[config.mk]
export PLATFORM = sky130hd
export DESIGN_NAME = iobd_top
export DESIGN_NICKNAME = d
export VERILOG_FILES = /design/src/include/iobd_pkg.sv /design/src/include/iobd_dec_if.sv /design/src/hdl/iobd_decode.sv /design/src/hdl/iobd_top.sv
export SDC_FILE = /design/constraint.sdc
export NUM_CORES = 1
export LEC_CHECK = 0
export ABC_AREA = 1
export ABC_CLOCK_PERIOD_IN_PS = 2000
export BUFFER_PORTS_ARGS = -buffer_cell sky130_fd_sc_hd__buf_2
export CORE_MARGIN = 8
export CORE_UTILIZATION = 53
export CTS_CLUSTER_DIAMETER = 150
export DETAILED_ROUTE_END_ITERATION = 10
export GPL_TIMING_DRIVEN = 0
export HOLD_SLACK_MARGIN = 0.03
export PLACE_DENSITY = 0.8
export SLEW_MARGIN = 10
export SYNTH_ARGS = -nofsm -noshare
export SYNTH_HDL_FRONTEND = slang
export SYNTH_SLANG_ARGS = --single-unit
[constraint.sdc]
create_clock -name clk_sys -period 2 [get_ports clk_sys]
set_clock_uncertainty 0.05 [all_clocks]
set_input_delay 0.2 -clock clk_sys [delete_from_list [all_inputs] [get_ports clk_sys]]
set_output_delay 0.2 -clock clk_sys [all_outputs]
set_load 0.1 [all_outputs]
[src/include/iobd_pkg.sv]
// Constants, select layout and enumerations for the I/O bus decode block.
// Assumes one system clock; every I/O side pin is asynchronous to it.
//
// Summary of operation
// - Addresses 0x03000000 to 0x03FFFFFF form main I/O space, decoded into regions.
// - Addresses 0x08000000 to 0x0FFFFFFF form extended space; extended-area select asserts there.
// - Module select asserts for regions at 0x03000000 and 0x03030000.
// - Combo select at 0x03010000; combo DMA acknowledge at 0x03012000.
// - Region at 0x0302A000 asserts combo DMA acknowledge and terminal count together.
// - Card select two at 0x0302B000; card select one at 0x0302B800 to 0x0302C000.
// - Simple region at 0x03210000 asserts simple selects; second qualified by extra-decode.
// - Extra-decode high: module select only in the two 16 Kbyte windows.
// - Extra-decode high: extended select only in first 16 Mbyte area.
// - Extra-decode high: second simple select only in four 16 Kbyte windows.
// - Extra-decode low: module and extended selects cover their whole spaces.
// - Extra-decode low: second simple select in four 64 Kbyte windows.
// - Simple accesses are 16-bit; address bits 20 and 19 pick the speed.
// - Writes drive upper data halfword out; reads return bus on lower halfword.
// - Ready input has no effect on simple cycles.
// - Simple accesses assert first simple select with read or write strobe, 8 MHz timed.
// - Simple cycle lengths in 8 MHz periods: 7, 6, 5, 5.
// - Sync cycles align to 2 MHz output, up to three extra periods.
// - Module cycles run with request out and grant in for both module ranges.
// - Module cycles assert module select and direction, no strobes, ignore ready.
// - Module cycle ends at reference rising edge with request and grant both low.
package iobd_pkg;

  typedef enum logic [1:0] {IOBD_KIND_NONE, IOBD_KIND_SIMPLE, IOBD_KIND_MODULE, IOBD_KIND_PC} iobd_kind_t;

  ////////////////////////////////////////////////////////////////////////////
  // Address map
  localparam logic [7:0] IOBD_MAIN_TOP = 8'h03;
  localparam logic [4:0] IOBD_EXT_TOP = 5'h01;
  localparam logic [7:0] IOBD_EXT_FIRST = 8'h08;
  localparam logic [7:0] IOBD_MOD_BLK_LO = 8'h00;
  localparam logic [7:0] IOBD_MOD_BLK_HI = 8'h03;
  localparam logic [31:0] IOBD_COMBO_BASE = 32'h0301_0000;
  localparam logic [31:0] IOBD_DACK_BASE = 32'h0301_2000;
  localparam logic [31:0] IOBD_DACK_TC_BASE = 32'h0302_a000;
  localparam logic [31:0] IOBD_CARD2_BASE = 32'h0302_b000;
  localparam logic [31:0] IOBD_CARD1_BASE = 32'h0302_b800;
  localparam logic [31:0] IOBD_RSVD_BASE = 32'h0302_c000;
  localparam logic [31:0] IOBD_SIO_BASE = 32'h0321_0000;
  localparam logic [31:0] IOBD_SIO_END = 32'h0340_0000;
  localparam logic [2:0] IOBD_SIO2_HI = 3'h1;
  localparam logic [2:0] IOBD_SIO2_LO = 3'h4;

  ////////////////////////////////////////////////////////////////////////////
  // Select vector: bit positions and idle levels (terminal count idles low)
  localparam int IOBD_SEL_W = 9;
  localparam int IOBD_SEL_EXT = 0;
  localparam int IOBD_SEL_MOD = 1;
  localparam int IOBD_SEL_COMBO = 2;
  localparam int IOBD_SEL_DACK = 3;
  localparam int IOBD_SEL_TC = 4;
  localparam int IOBD_SEL_CARD1 = 5;
  localparam int IOBD_SEL_CARD2 = 6;
  localparam int IOBD_SEL_SIO1 = 7;
  localparam int IOBD_SEL_SIO2 = 8;
  localparam logic [8:0] IOBD_SEL_IDLE = 9'h1ef;

  ////////////////////////////////////////////////////////////////////////////
  // Synchronised pin positions and reset levels
  localparam int IOBD_SY_W = 5;
  localparam int IOBD_SY_EIGHT_MHZ_IO_CLOCK = 0;
  localparam int IOBD_SY_REF8 = 1;
  localparam int IOBD_SY_GRANT = 2;
  localparam int IOBD_SY_LATCH = 3;
  localparam int IOBD_SY_EXTRA = 4;
  localparam logic [4:0] IOBD_SY_RESET = 5'h0c;

  ////////////////////////////////////////////////////////////////////////////
  // Cycle counts in 8 MHz periods
  localparam logic [1:0] IOBD_SPEED_SLOW = 2'h0;
  localparam logic [1:0] IOBD_SPEED_MEDIUM = 2'h1;
  localparam logic [1:0] IOBD_SPEED_FAST = 2'h2;
  localparam logic [1:0] IOBD_SPEED_SYNC = 2'h3;
  localparam logic [3:0] IOBD_LEN_SLOW = 4'h7;
  localparam logic [3:0] IOBD_LEN_MEDIUM = 4'h6;
  localparam logic [3:0] IOBD_LEN_FAST = 4'h5;
  localparam logic [3:0] IOBD_LEN_SYNC = 4'h5;
  localparam logic [1:0] IOBD_SYNC_START = 2'h2;
  localparam int IOBD_PC_HOLD_DEFAULT = 4;

endpackage

[src/include/iobd_dec_if.sv]
// Carrier between the cycle engine and the address decoder.
// Assumes the engine drives address and extra-decode level in its own clock.
interface iobd_dec_if;
  logic [31:0] addr;
  logic extra;
  logic [8:0] sel;
  iobd_pkg::iobd_kind_t kind;

  modport decoder (
    input addr,
    input extra,
    output sel,
    output kind
  );

  modport engine (
    output addr,
    output extra,
    input sel,
    input kind
  );
endinterface

[src/hdl/iobd_decode.sv]
// Combinational address decoder: chip select vector and cycle kind.
// Assumes address is stable while sampled; no clock inside.
module iobd_decode (
  iobd_dec_if.decoder dec
);

  function automatic logic in_range(input logic [31:0] a, input logic [31:0] lo, input logic [31:0] hi);
    in_range = (a >= lo) && (a < hi);
  endfunction

  ////////////////////////////////////////////////////////////////////////////
  wire [31:0] a = dec.addr;
  wire in_main = a[31:24] == iobd_pkg::IOBD_MAIN_TOP;
  wire in_ext = a[31:27] == iobd_pkg::IOBD_EXT_TOP;
  wire ext_first = a[31:24] == iobd_pkg::IOBD_EXT_FIRST;
  wire mod_range = in_main && (a[23:16] == iobd_pkg::IOBD_MOD_BLK_LO || a[23:16] == iobd_pkg::IOBD_MOD_BLK_HI);
  wire narrow = a[15:14] == 2'h0;
  wire mod_sel = dec.extra ? (mod_range && narrow) : mod_range;
  wire ext_sel = dec.extra ? ext_first : in_ext;
  wire combo = in_range(a, iobd_pkg::IOBD_COMBO_BASE, iobd_pkg::IOBD_DACK_BASE);
  wire dack = in_range(a, iobd_pkg::IOBD_DACK_BASE, iobd_pkg::IOBD_DACK_TC_BASE);
  wire dack_tc = in_range(a, iobd_pkg::IOBD_DACK_TC_BASE, iobd_pkg::IOBD_CARD2_BASE);
  wire card2 = in_range(a, iobd_pkg::IOBD_CARD2_BASE, iobd_pkg::IOBD_CARD1_BASE);
  wire card1 = in_range(a, iobd_pkg::IOBD_CARD1_BASE, iobd_pkg::IOBD_RSVD_BASE);
  wire simple = in_range(a, iobd_pkg::IOBD_SIO_BASE, iobd_pkg::IOBD_SIO_END);
  wire sio2_win = a[23:21] == iobd_pkg::IOBD_SIO2_HI && a[18:16] == iobd_pkg::IOBD_SIO2_LO;
  wire sio2 = simple && sio2_win && (!dec.extra || narrow);
  wire pc_any = combo || dack || dack_tc || card1 || card2 || ext_sel;

  // Anything else, reserved or internal, leaves every select idle
  assign dec.sel = {sio2, simple, card2, card1, dack_tc, dack || dack_tc, combo, mod_sel, ext_sel};
  assign dec.kind = mod_sel ? iobd_pkg::IOBD_KIND_MODULE :
                    simple ? iobd_pkg::IOBD_KIND_SIMPLE :
                    pc_any ? iobd_pkg::IOBD_KIND_PC : iobd_pkg::IOBD_KIND_NONE;

endmodule // iobd_decode

[src/hdl/iobd_top.sv]
// I/O bus cycle engine: decode, simple fixed-timing cycles, module handshake cycles.
// Assumes a one-request-at-a-time master on clk_sys; all bus pins are asynchronous.
module iobd_top #(
  parameter int PC_HOLD = iobd_pkg::IOBD_PC_HOLD_DEFAULT
) (
  input wire logic clk_sys,
  input wire logic rst_n,
  input wire logic req_valid,
  input wire logic [31:0] req_addr,
  input wire logic req_write,
  input wire logic [31:0] req_wdata,
  output logic req_done,
  output logic [31:0] req_rdata,
  input wire logic [15:0] io_data_bus_in,
  output logic [15:0] io_data_bus_out,
  output logic io_data_bus_oe,
  output logic extended_area_select_n,
  output logic module_space_select_n,
  output logic combo_chip_select_n,
  output logic combo_dma_ack_n,
  output logic terminal_count_out,
  output logic card_select_one_n,
  output logic card_select_two_n,
  output logic simple_io_select_one_n,
  output logic simple_io_select_two_n,
  input wire logic extra_decode_select,
  input wire logic eight_mhz_io_clock,
  input wire logic eight_mhz_reference,
  output logic two_mhz_clock_out,
  output logic io_read_strobe_n,
  output logic io_write_strobe_n,
  output logic module_request_n,
  input wire logic module_grant_n,
  output logic io_read_not_write,
  input wire logic module_latch_strobe_n
);

  typedef enum logic [1:0] {ST_IDLE, ST_ARM, ST_RUN} iobd_state_t;

  function automatic logic [3:0] sio_len(input logic [1:0] speed);
    case (speed)
      iobd_pkg::IOBD_SPEED_SLOW: sio_len = iobd_pkg::IOBD_LEN_SLOW;
      iobd_pkg::IOBD_SPEED_MEDIUM: sio_len = iobd_pkg::IOBD_LEN_MEDIUM;
      iobd_pkg::IOBD_SPEED_FAST: sio_len = iobd_pkg::IOBD_LEN_FAST;
      default: sio_len = iobd_pkg::IOBD_LEN_SYNC;
    endcase
  endfunction

  ////////////////////////////////////////////////////////////////////////////
  // Pin synchronisers: three stages, a change counts once stages two and three agree
  logic [4:0] sy1;
  logic [4:0] sy2;
  logic [4:0] sy3;
  logic [4:0] lvl;
  logic [15:0] bus1;
  logic [15:0] bus2;
  logic [15:0] bus3;

  wire [4:0] pins = {extra_decode_select, module_latch_strobe_n, module_grant_n, eight_mhz_reference,
                     eight_mhz_io_clock};
  wire [4:0] next_lvl = (sy2 & sy3) | (lvl & (sy2 | sy3));
  wire [4:0] rise = ~lvl & sy2 & sy3;
  wire [4:0] fall = lvl & ~sy2 & ~sy3;
  wire eight_mhz_io_clock_rise = rise[iobd_pkg::IOBD_SY_EIGHT_MHZ_IO_CLOCK];
  wire ref_rise = rise[iobd_pkg::IOBD_SY_REF8];
  wire latch_fall = fall[iobd_pkg::IOBD_SY_LATCH];
  wire grant_low = !lvl[iobd_pkg::IOBD_SY_GRANT];

  always_ff @(posedge clk_sys or negedge rst_n) begin
    if (!rst_n) begin
      sy1 <= iobd_pkg::IOBD_SY_RESET;
      sy2 <= iobd_pkg::IOBD_SY_RESET;
      sy3 <= iobd_pkg::IOBD_SY_RESET;
      lvl <= iobd_pkg::IOBD_SY_RESET;
    end else begin
      sy1 <= pins;
      sy2 <= sy1;
      sy3 <= sy2;
      lvl <= next_lvl;
    end
  end

  // Bus data only needs to be stable at the capture point, so no agreement filter
  always_ff @(posedge clk_sys or negedge rst_n) begin
    if (!rst_n) begin
      bus1 <= 16'h0000;
      bus2 <= 16'h0000;
      bus3 <= 16'h0000;
    end else begin
      bus1 <= io_data_bus_in;
      bus2 <= bus1;
      bus3 <= bus2;
    end
  end

  ////////////////////////////////////////////////////////////////////////////
  // 2 MHz output: divide the synchronised 8 MHz clock by four
  logic [1:0] div;
  wire [1:0] next_div = div + 2'h1;

  always_ff @(posedge clk_sys or negedge rst_n) begin
    if (!rst_n) begin
      div <= 2'h0;
      two_mhz_clock_out <= 1'b0;
    end else if (eight_mhz_io_clock_rise) begin
      div <= next_div;
      two_mhz_clock_out <= next_div[1];
    end
  end

  ////////////////////////////////////////////////////////////////////////////
  // Decoder
  iobd_dec_if u_if ();

  iobd_decode u_dec (
    .dec(u_if.decoder)
  );

  assign u_if.addr = req_addr;
  assign u_if.extra = lvl[iobd_pkg::IOBD_SY_EXTRA];

  ////////////////////////////////////////////////////////////////////////////
  // Cycle engine
  iobd_state_t state;
  iobd_state_t next_state;
  iobd_pkg::iobd_kind_t kind_q;
  iobd_pkg::iobd_kind_t next_kind;
  logic [8:0] sel_q;
  logic [8:0] next_sel_q;
  logic [8:0] sel_out;
  logic [8:0] next_sel_out;
  logic write_q;
  logic next_write;
  logic [15:0] wdata_q;
  logic [15:0] next_wdata;
  logic [1:0] speed_q;
  logic [1:0] next_speed;
  logic [3:0] cnt;
  logic [3:0] next_cnt;
  logic next_done;
  logic [31:0] next_rdata;
  logic [15:0] next_dout;
  logic next_oe;
  logic next_rd_n;
  logic next_wr_n;
  logic next_req_n;
  logic next_rnw;

  wire is_sync = kind_q == iobd_pkg::IOBD_KIND_SIMPLE && speed_q == iobd_pkg::IOBD_SPEED_SYNC;
  wire start_ok = !is_sync || next_div == iobd_pkg::IOBD_SYNC_START;
  wire [3:0] pc_len = 4'(PC_HOLD);

  always_comb begin
    logic finish;
    finish = 1'b0;
    next_state = state;
    next_kind = kind_q;
    next_sel_q = sel_q;
    next_sel_out = sel_out;
    next_write = write_q;
    next_wdata = wdata_q;
    next_speed = speed_q;
    next_cnt = cnt;
    next_done = 1'b0;
    next_rdata = req_rdata;
    next_dout = io_data_bus_out;
    next_oe = io_data_bus_oe;
    next_rd_n = io_read_strobe_n;
    next_wr_n = io_write_strobe_n;
    next_req_n = module_request_n;
    next_rnw = io_read_not_write;
    case (state)
      ST_IDLE: begin
        if (req_valid) begin
          next_kind = u_if.kind;
          next_sel_q = u_if.sel;
          next_write = req_write;
          next_wdata = req_wdata[31:16];
          next_speed = req_addr[20:19];
          next_rdata = 32'h0000_0000;
          if (u_if.kind == iobd_pkg::IOBD_KIND_NONE) begin
            next_done = 1'b1;
          end else begin
            next_state = ST_ARM;
          end
        end
      end
      ST_ARM: begin
        // Start on an 8 MHz edge; sync cycles may wait up to three more
        if (eight_mhz_io_clock_rise && start_ok) begin
          next_sel_out = iobd_pkg::IOBD_SEL_IDLE ^ sel_q;
          next_cnt = 4'h1;
          next_rnw = !write_q;
          next_oe = write_q;
          next_dout = wdata_q;
          if (kind_q == iobd_pkg::IOBD_KIND_MODULE) begin
            next_req_n = 1'b0;
          end else begin
            next_rd_n = write_q;
            next_wr_n = !write_q;
          end
          next_state = ST_RUN;
        end
      end
      ST_RUN: begin
        case (kind_q)
          iobd_pkg::IOBD_KIND_SIMPLE: begin
            // Length fixed by speed code alone, no ready input at all
            if (eight_mhz_io_clock_rise) begin
              next_cnt = cnt + 4'h1;
              finish = cnt == sio_len(speed_q);
            end
          end
          iobd_pkg::IOBD_KIND_MODULE: begin
            if (latch_fall && !write_q) begin
              next_rdata = {16'h0000, bus3};
            end
            finish = ref_rise && !module_request_n && grant_low;
          end
          default: begin
            if (eight_mhz_io_clock_rise) begin
              next_cnt = cnt + 4'h1;
              finish = cnt == pc_len;
            end
          end
        endcase
      end
      default: next_state = ST_IDLE;
    endcase
    if (finish) begin
      if (!write_q && kind_q != iobd_pkg::IOBD_KIND_MODULE) begin
        next_rdata = {16'h0000, bus3};
      end
      next_sel_out = iobd_pkg::IOBD_SEL_IDLE;
      next_rd_n = 1'b1;
      next_wr_n = 1'b1;
      next_req_n = 1'b1;
      next_oe = 1'b0;
      next_rnw = 1'b1;
      next_done = 1'b1;
      next_state = ST_IDLE;
    end
  end

  always_ff @(posedge clk_sys or negedge rst_n) begin
    if (!rst_n) begin
      state <= ST_IDLE;
      kind_q <= iobd_pkg::IOBD_KIND_NONE;
      sel_q <= 9'h000;
      write_q <= 1'b0;
      wdata_q <= 16'h0000;
      speed_q <= 2'h0;
      cnt <= 4'h0;
    end else begin
      state <= next_state;
      kind_q <= next_kind;
      sel_q <= next_sel_q;
      write_q <= next_write;
      wdata_q <= next_wdata;
      speed_q <= next_speed;
      cnt <= next_cnt;
    end
  end

  ////////////////////////////////////////////////////////////////////////////
  // Output registers
  always_ff @(posedge clk_sys or negedge rst_n) begin
    if (!rst_n) begin
      sel_out <= iobd_pkg::IOBD_SEL_IDLE;
      req_done <= 1'b0;
      req_rdata <= 32'h0000_0000;
      io_data_bus_out <= 16'h0000;
      io_data_bus_oe <= 1'b0;
      io_read_strobe_n <= 1'b1;
      io_write_strobe_n <= 1'b1;
      module_request_n <= 1'b1;
      io_read_not_write <= 1'b1;
    end else begin
      sel_out <= next_sel_out;
      req_done <= next_done;
      req_rdata <= next_rdata;
      io_data_bus_out <= next_dout;
      io_data_bus_oe <= next_oe;
      io_read_strobe_n <= next_rd_n;
      io_write_strobe_n <= next_wr_n;
      module_request_n <= next_req_n;
      io_read_not_write <= next_rnw;
    end
  end

  assign extended_area_select_n = sel_out[iobd_pkg::IOBD_SEL_EXT];
  assign module_space_select_n = sel_out[iobd_pkg::IOBD_SEL_MOD];
  assign combo_chip_select_n = sel_out[iobd_pkg::IOBD_SEL_COMBO];
  assign combo_dma_ack_n = sel_out[iobd_pkg::IOBD_SEL_DACK];
  assign terminal_count_out = sel_out[iobd_pkg::IOBD_SEL_TC];
  assign card_select_one_n = sel_out[iobd_pkg::IOBD_SEL_CARD1];
  assign card_select_two_n = sel_out[iobd_pkg::IOBD_SEL_CARD2];
  assign simple_io_select_one_n = sel_out[iobd_pkg::IOBD_SEL_SIO1];
  assign simple_io_select_two_n = sel_out[iobd_pkg::IOBD_SEL_SIO2];

endmodule // iobd_top

Word-level counts from Yosys, hierarchy flattened
Cells that the tools add are included.
- register bits: 170
- input bits: 89
- output and inout bits: 64
- logic and storage cells: 175
- $add $sub $neg: 2
- $lt $le $gt $ge: 12
- eq/ne operators: 24
- mux-type cells: 53
- bitwise gates (word level): 12
- reduce and logical (&&, ||, !) cells: 47
- operators by type and width (operator ; number):
    >= comparator 32 x 26 -> 1 bit, second input constant ; 6
    less-than comparator 32 x 26 -> 1 bit, second input constant ; 6
    2-to-1 mux 32 bit ; 5
    case mux 32 bit (2 select lines) ; 1
    2-to-1 mux 1 bit ; 27
    2-to-1 mux 9 bit ; 3
    2-to-1 mux 4 bit ; 6
    logical AND 1 bit ; 17
    == test 8 x 2 -> 1 bit, second input constant ; 2
    2-to-1 mux 2 bit ; 7
    AND 5 bit ; 2
    inequality test 2 bit, second input constant ; 5
    bitwise OR 5 bit ; 2
    logical OR 1 bit ; 9
    inequality test 3 bit, second input constant ; 3
    AND 4 bit ; 2
    == test 2 bit, second input constant ; 4
    == test 8 x 4 -> 1 bit, second input constant ; 1
    zero test 2 bit ; 4
    zero test 8 bit ; 1
    inverter 4 bit ; 2
    inverter 8 bit ; 1
    case mux 4 bit (2 select lines) ; 1
    AND reduction 4 bit ; 2
    18 further kinds ; 31

Logic depth before layout (Yosys ltp)
- depth after elaboration: 15
- depth in mapped cells: 13
- depth with buffers taken out: 13

Hierarchy
A second synthesis with hierarchy kept.
- cells, all modules: 605
- area total of the unflattened synthesis: 6462.4 um^2
- by module, submodules not included (module ; instances ; cells each ; area an instance (um^2) ; sequential area each (um^2)):
    iobd_top ; 1 ; 486 ; 5820.6 ; 4254.1
    iobd_decode ; 1 ; 119 ; 641.9 ; 0.0

Worst setup path after synthesis
No wires, ideal clock.
- path kind: register to register
- from: register, netlist name two_mhz_clock_out
- to: register io_data_bus_oe
- setup time: 0.121 ns
- arrival time: 1.963 ns
- data required time: 1.829 ns
- setup slack: -0.134 ns
- stages on the path, launching flop included: 9
- path buffers: 1
- clock period less this slack: 2.134 ns
- path through: dfrtp_1 inv_1 ha_1 inv_1 nand4_1 nand3_2 inv_2 buf_2 o211a_1
- RTL lines (what ; line ; text):
    to (signal assigned) ; iobd_top.sv:283 ; io_data_bus_oe <= next_oe;
    to (decl) ; iobd_top.sv:16 ; output logic io_data_bus_oe,

Worst setup path in the final report
- from: register state[1]
- to: register req_rdata[3]
- word-level cells in the longest chain between the ends: 4
- elaborated cells on any way between the ends: 6
- those cells by class: eq/ne: 1; mux: 4; reduce/logical: 1
- ends and longest elaborated chain (what ; line ; text):
    from (decl) ; iobd_top.sv:124 ; iobd_state_t state;
    from (signal assigned) ; iobd_top.sv:255 ; state <= next_state;
    == test 2 bit / zero test 2 bit (equally long branches) ; iobd_top.sv:172 ; case (state)
    case mux 32 bit (2 select lines) ; iobd_top.sv:172 ;
    2-to-1 mux 32 bit ; iobd_top.sv:231 ; if (!write_q && kind_q != iobd_pkg::IOBD_KIND_MODULE) begin
    2-to-1 mux 32 bit (*) ; iobd_top.sv:230 ; if (finish) begin
    net next_rdata[3] ; iobd_top.sv:141 ; logic [31:0] next_rdata;
    to (signal assigned) ; iobd_top.sv:281 ; req_rdata <= next_rdata;
    to (decl) ; iobd_top.sv:13 ; output logic [31:0] req_rdata,
The timed path passes the listed nets; every way through them passes the cells marked *.
A chain may end at the register's enable or synchronous reset.

==> summary.txt <==
Outcome
  – Status: finished, final reports clean

Drt
  – Remaining DRCs: 0
  – Iter 0 DRT Violations: 286
  – Vias per cell: 5.038
  – Post-DRT Antenna Nets: 0
  – Drt pass-1 iters: 5
  – Wire per inst: 15.21 um
  – Final WL: 13.92 mm
  – Detailed-route via count: 4610

Worst setup path
  – Critical path peak fanout: 10
  – Startpoint types: flop
  – CP Class: flop to flop
  – CP Capture Type: flop
  – Arr. time, crit path: 2.04 ns
  – CP cell instances: nor2_1, nand2_1, inv_2, nor2_2, buf_2, a32o_1
  – Max stage delay cell, worst path: dfrtp_1
  – Worst Path Required: 2.25 ns
  – CP peak stage delay: 0.39 ns

Logic synthesis
  – Main synth FF type: dfrtp_1
  – Seq cells post-synth: 169
  – Post-Syn Area per Cell: 10.89 um2
  – Asr flop ratio synth: 1.000
  – Synth area leaders: dfrtp_1 (60%), nand2_1 (11%), dfstp_2 (8.4%), a32o_1 (2.6%), inv_1 (2.2%)
  – Post-synthesis sequential area ratio: 0.6820
  – Yosys top cell by area: dfrtp_1
  – Synth cell types: 36
  – Top-count cell post-synth: nand2_1
  – Warnings, synthesis: 0
  – Synthesized instance count: 573
  – List of most frequent post-synthesis cells: nand2_1 (179), dfrtp_1 (149), inv_1 (37)
  – Synth Cell Area: 0.006237 mm2
  – Share of the synthesized area in the top cell type: 0.5978
  – EDFF count, synth: 0
  – Mapped Nets: 664

Clock tree
  – Clk slew on worst S/H paths: 0.06 ns
  – Clk Latency, worst-skew pair: 0.41 ns
  – Post-CTS Resized: 0
  – Root buffer cell: clkbuf_16
  – Clock sinks: 169
  – CTS Buffer Depth: 2
  – H-Tree Depth: 4
  – CTS Buf Count: 17
  – CTS tree: done

Place
  – HPWL after detailed placement: 9.551 mm
  – Dpl ws: 0.2518 ns
  – RePlAce Congestion: 0.8807
  – IO buf count: 125

GRT
  – GRT Total Usage: 0.1858
  – Initial antenna violation count: 0
  – Global route total overflow: 0
  – Largest net degree at the start of global routing: 110
  – First-pass GRT wire length: 23.59 mm
  – Vias in the first global route: 4853

Floorplanning
  – Starting Density: 0.5439
  – Num rows: 39
  – Core Box Area: 0.01147 mm2
  – I/O pin count: 153
  – Die Span Y: 124.5 um
  – DIE AREA: 0.01550 mm2
  – Die width: 124.5 um

Pwr
  – Leakage: 4.257 nW
  – Maximum vdd drop: 1.761 mV
  – Power Density: 1418 mW/mm2

Timing
  – Final worst-path cycle share: 0.8931
  – Final WS setup: 0.2138 ns
  – Tightest Pin Transition: 0.5096 ns
  – RSZ-0062 raised after global routing: false
  – Final setup vio count: 0
  – Worst rel slew slack: 0.6603
  – Minimum hold slack: 0.09956 ns
  – Min cycle time layout: 1.786 ns
  – Final Hold Vio Count: 0
  – Slew Limit Fails: 0
  – Fmax: 559.9 MHz

Final layout
  – Core Util, Final: 0.7033
  – N_diodes: 0
  – Syn-to-layout area delta: 29.31%
  – Nets@finish: 850
  – Fillers: 818
  – Share of layout cells above drive strength 1: 0.2992

Job
  – MaxCap Viol Count: 0

Worst hold path
  – HP Class: input port to flop
layout by cell type (no fill, tap or decap), types with 4 or more instances in the layout:
master	synthesis	final
a21oi_1	6	6
a32o_1	16	16
buf_1	4	4
buf_2	10	134
buf_6	4	4
clkbuf_16	0	17
clkinvlp_4	0	4
dfrtp_1	149	148
dfstp_2	20	20
dlygate4sd3_1	0	41
inv_1	37	37
inv_2	12	12
nand2_1	179	179
nand2_4	4	4
nand3_1	27	27
nor2_1	31	31
nor2_2	7	7
nor2_4	8	8
o21ai_0	21	21
o21ai_1	7	7
power by group:
part / internal (mW) / switching (mW)
registers: 4.14 / 0.389
logic: 0.676 / 3.14
clock network: 1.79 / 1.31
per-stage QoR:
step	power (mW)	area [um2]	instances	setup TNS [ns]
final	11.44	8065	915	0
after global routing	11.96	8065	915	0
after CTS	11.50	8065	915	0
after detailed placement	8.302	7081	842	0
after global placement	8.202	7043	841	-253.98
after floorplan	7.501	6238	573	0
logic make-up (layout without fill, tap and decap cells):
family	Yosys count	in the layout	synth area share
AOI/OAI and AO/OA	57	57	0.06179
xor gates and xnor gates	2	2	0.002809
adders and majority gates	4	4	0.007221
buffers and inverters	67	266	0.04714
DFF	169	169	0.6820
and+or+nand+nor	274	274	0.1990
final timing paths:
path                         startpoint      endpoint  slack, ns  cells after the start
setup / recovery               state[1]  req_rdata[3]       0.21                      6
hold / removal             req_addr[27]      sel_q[0]        0.1                      5
setup reg to reg               state[1]  req_rdata[3]       0.21                      6
hold reg to reg                 bus1[6]       bus2[6]       0.30                      0
max in group asynchronous         rst_n        sy3[3]       0.78                      3
min in group asynchronous         rst_n        sy3[1]       0.27                      2
final cells by class:
cell class / instances / area, um2 / area share
Clock buffer: 20 / 456.7 / 0.05662
Multi-Input combinational cell: 337 / 1689 / 0.2094
Sequential cell: 169 / 4255 / 0.5276
Clock inverter: 12 / 117.6 / 0.01458
Tap cell: 143 / 178.9 / 0.02218
Inverter: 49 / 183.9 / 0.02280
Timing Repair Buffer: 167 / 1074 / 0.1331
Buffer: 18 / 110.1 / 0.01365
state kept, by name, summed over array words and instances (netlist names), 2 cells and up:
register         count
sel_q                9
sel_out              9
io_data_bus_out     16
lvl                  5
req_rdata           32
bus2                16
bus3                16
sy2                  5
sy1                  5
bus1                16
state                2
wdata_q             16
kind_q               2
speed_q              2
cnt                  4
sy3                  5
critical path, delay by kind of cell, from the launching register on:
kind | cells | cell delay (ns)
simple gates | 3 | 0.47
flops | 1 | 0.39
buf+inv | 2 | 0.47
compound gates | 1 | 0.28
timing repair:
item | CTS | global route
hold buffers | 41 | 0
hold endpoints to repair | 100 | 0
endpoints found under the setup margin | 0 | 0
setup buffers | 0 | 0
routing by layer:
metal / part of all wire / global-route usage / up-vias
met2: 0.50 / 0.3123 / 138
met3: 0.059 / 0.06255 / 12
met5: 0 / 0 / -
met1: 0.43 / 0.2224 / 2258
met4: 0.0087 / 0.05245 / 0
li1: - / - / 2202
Power figures use the tool's default switching activity.
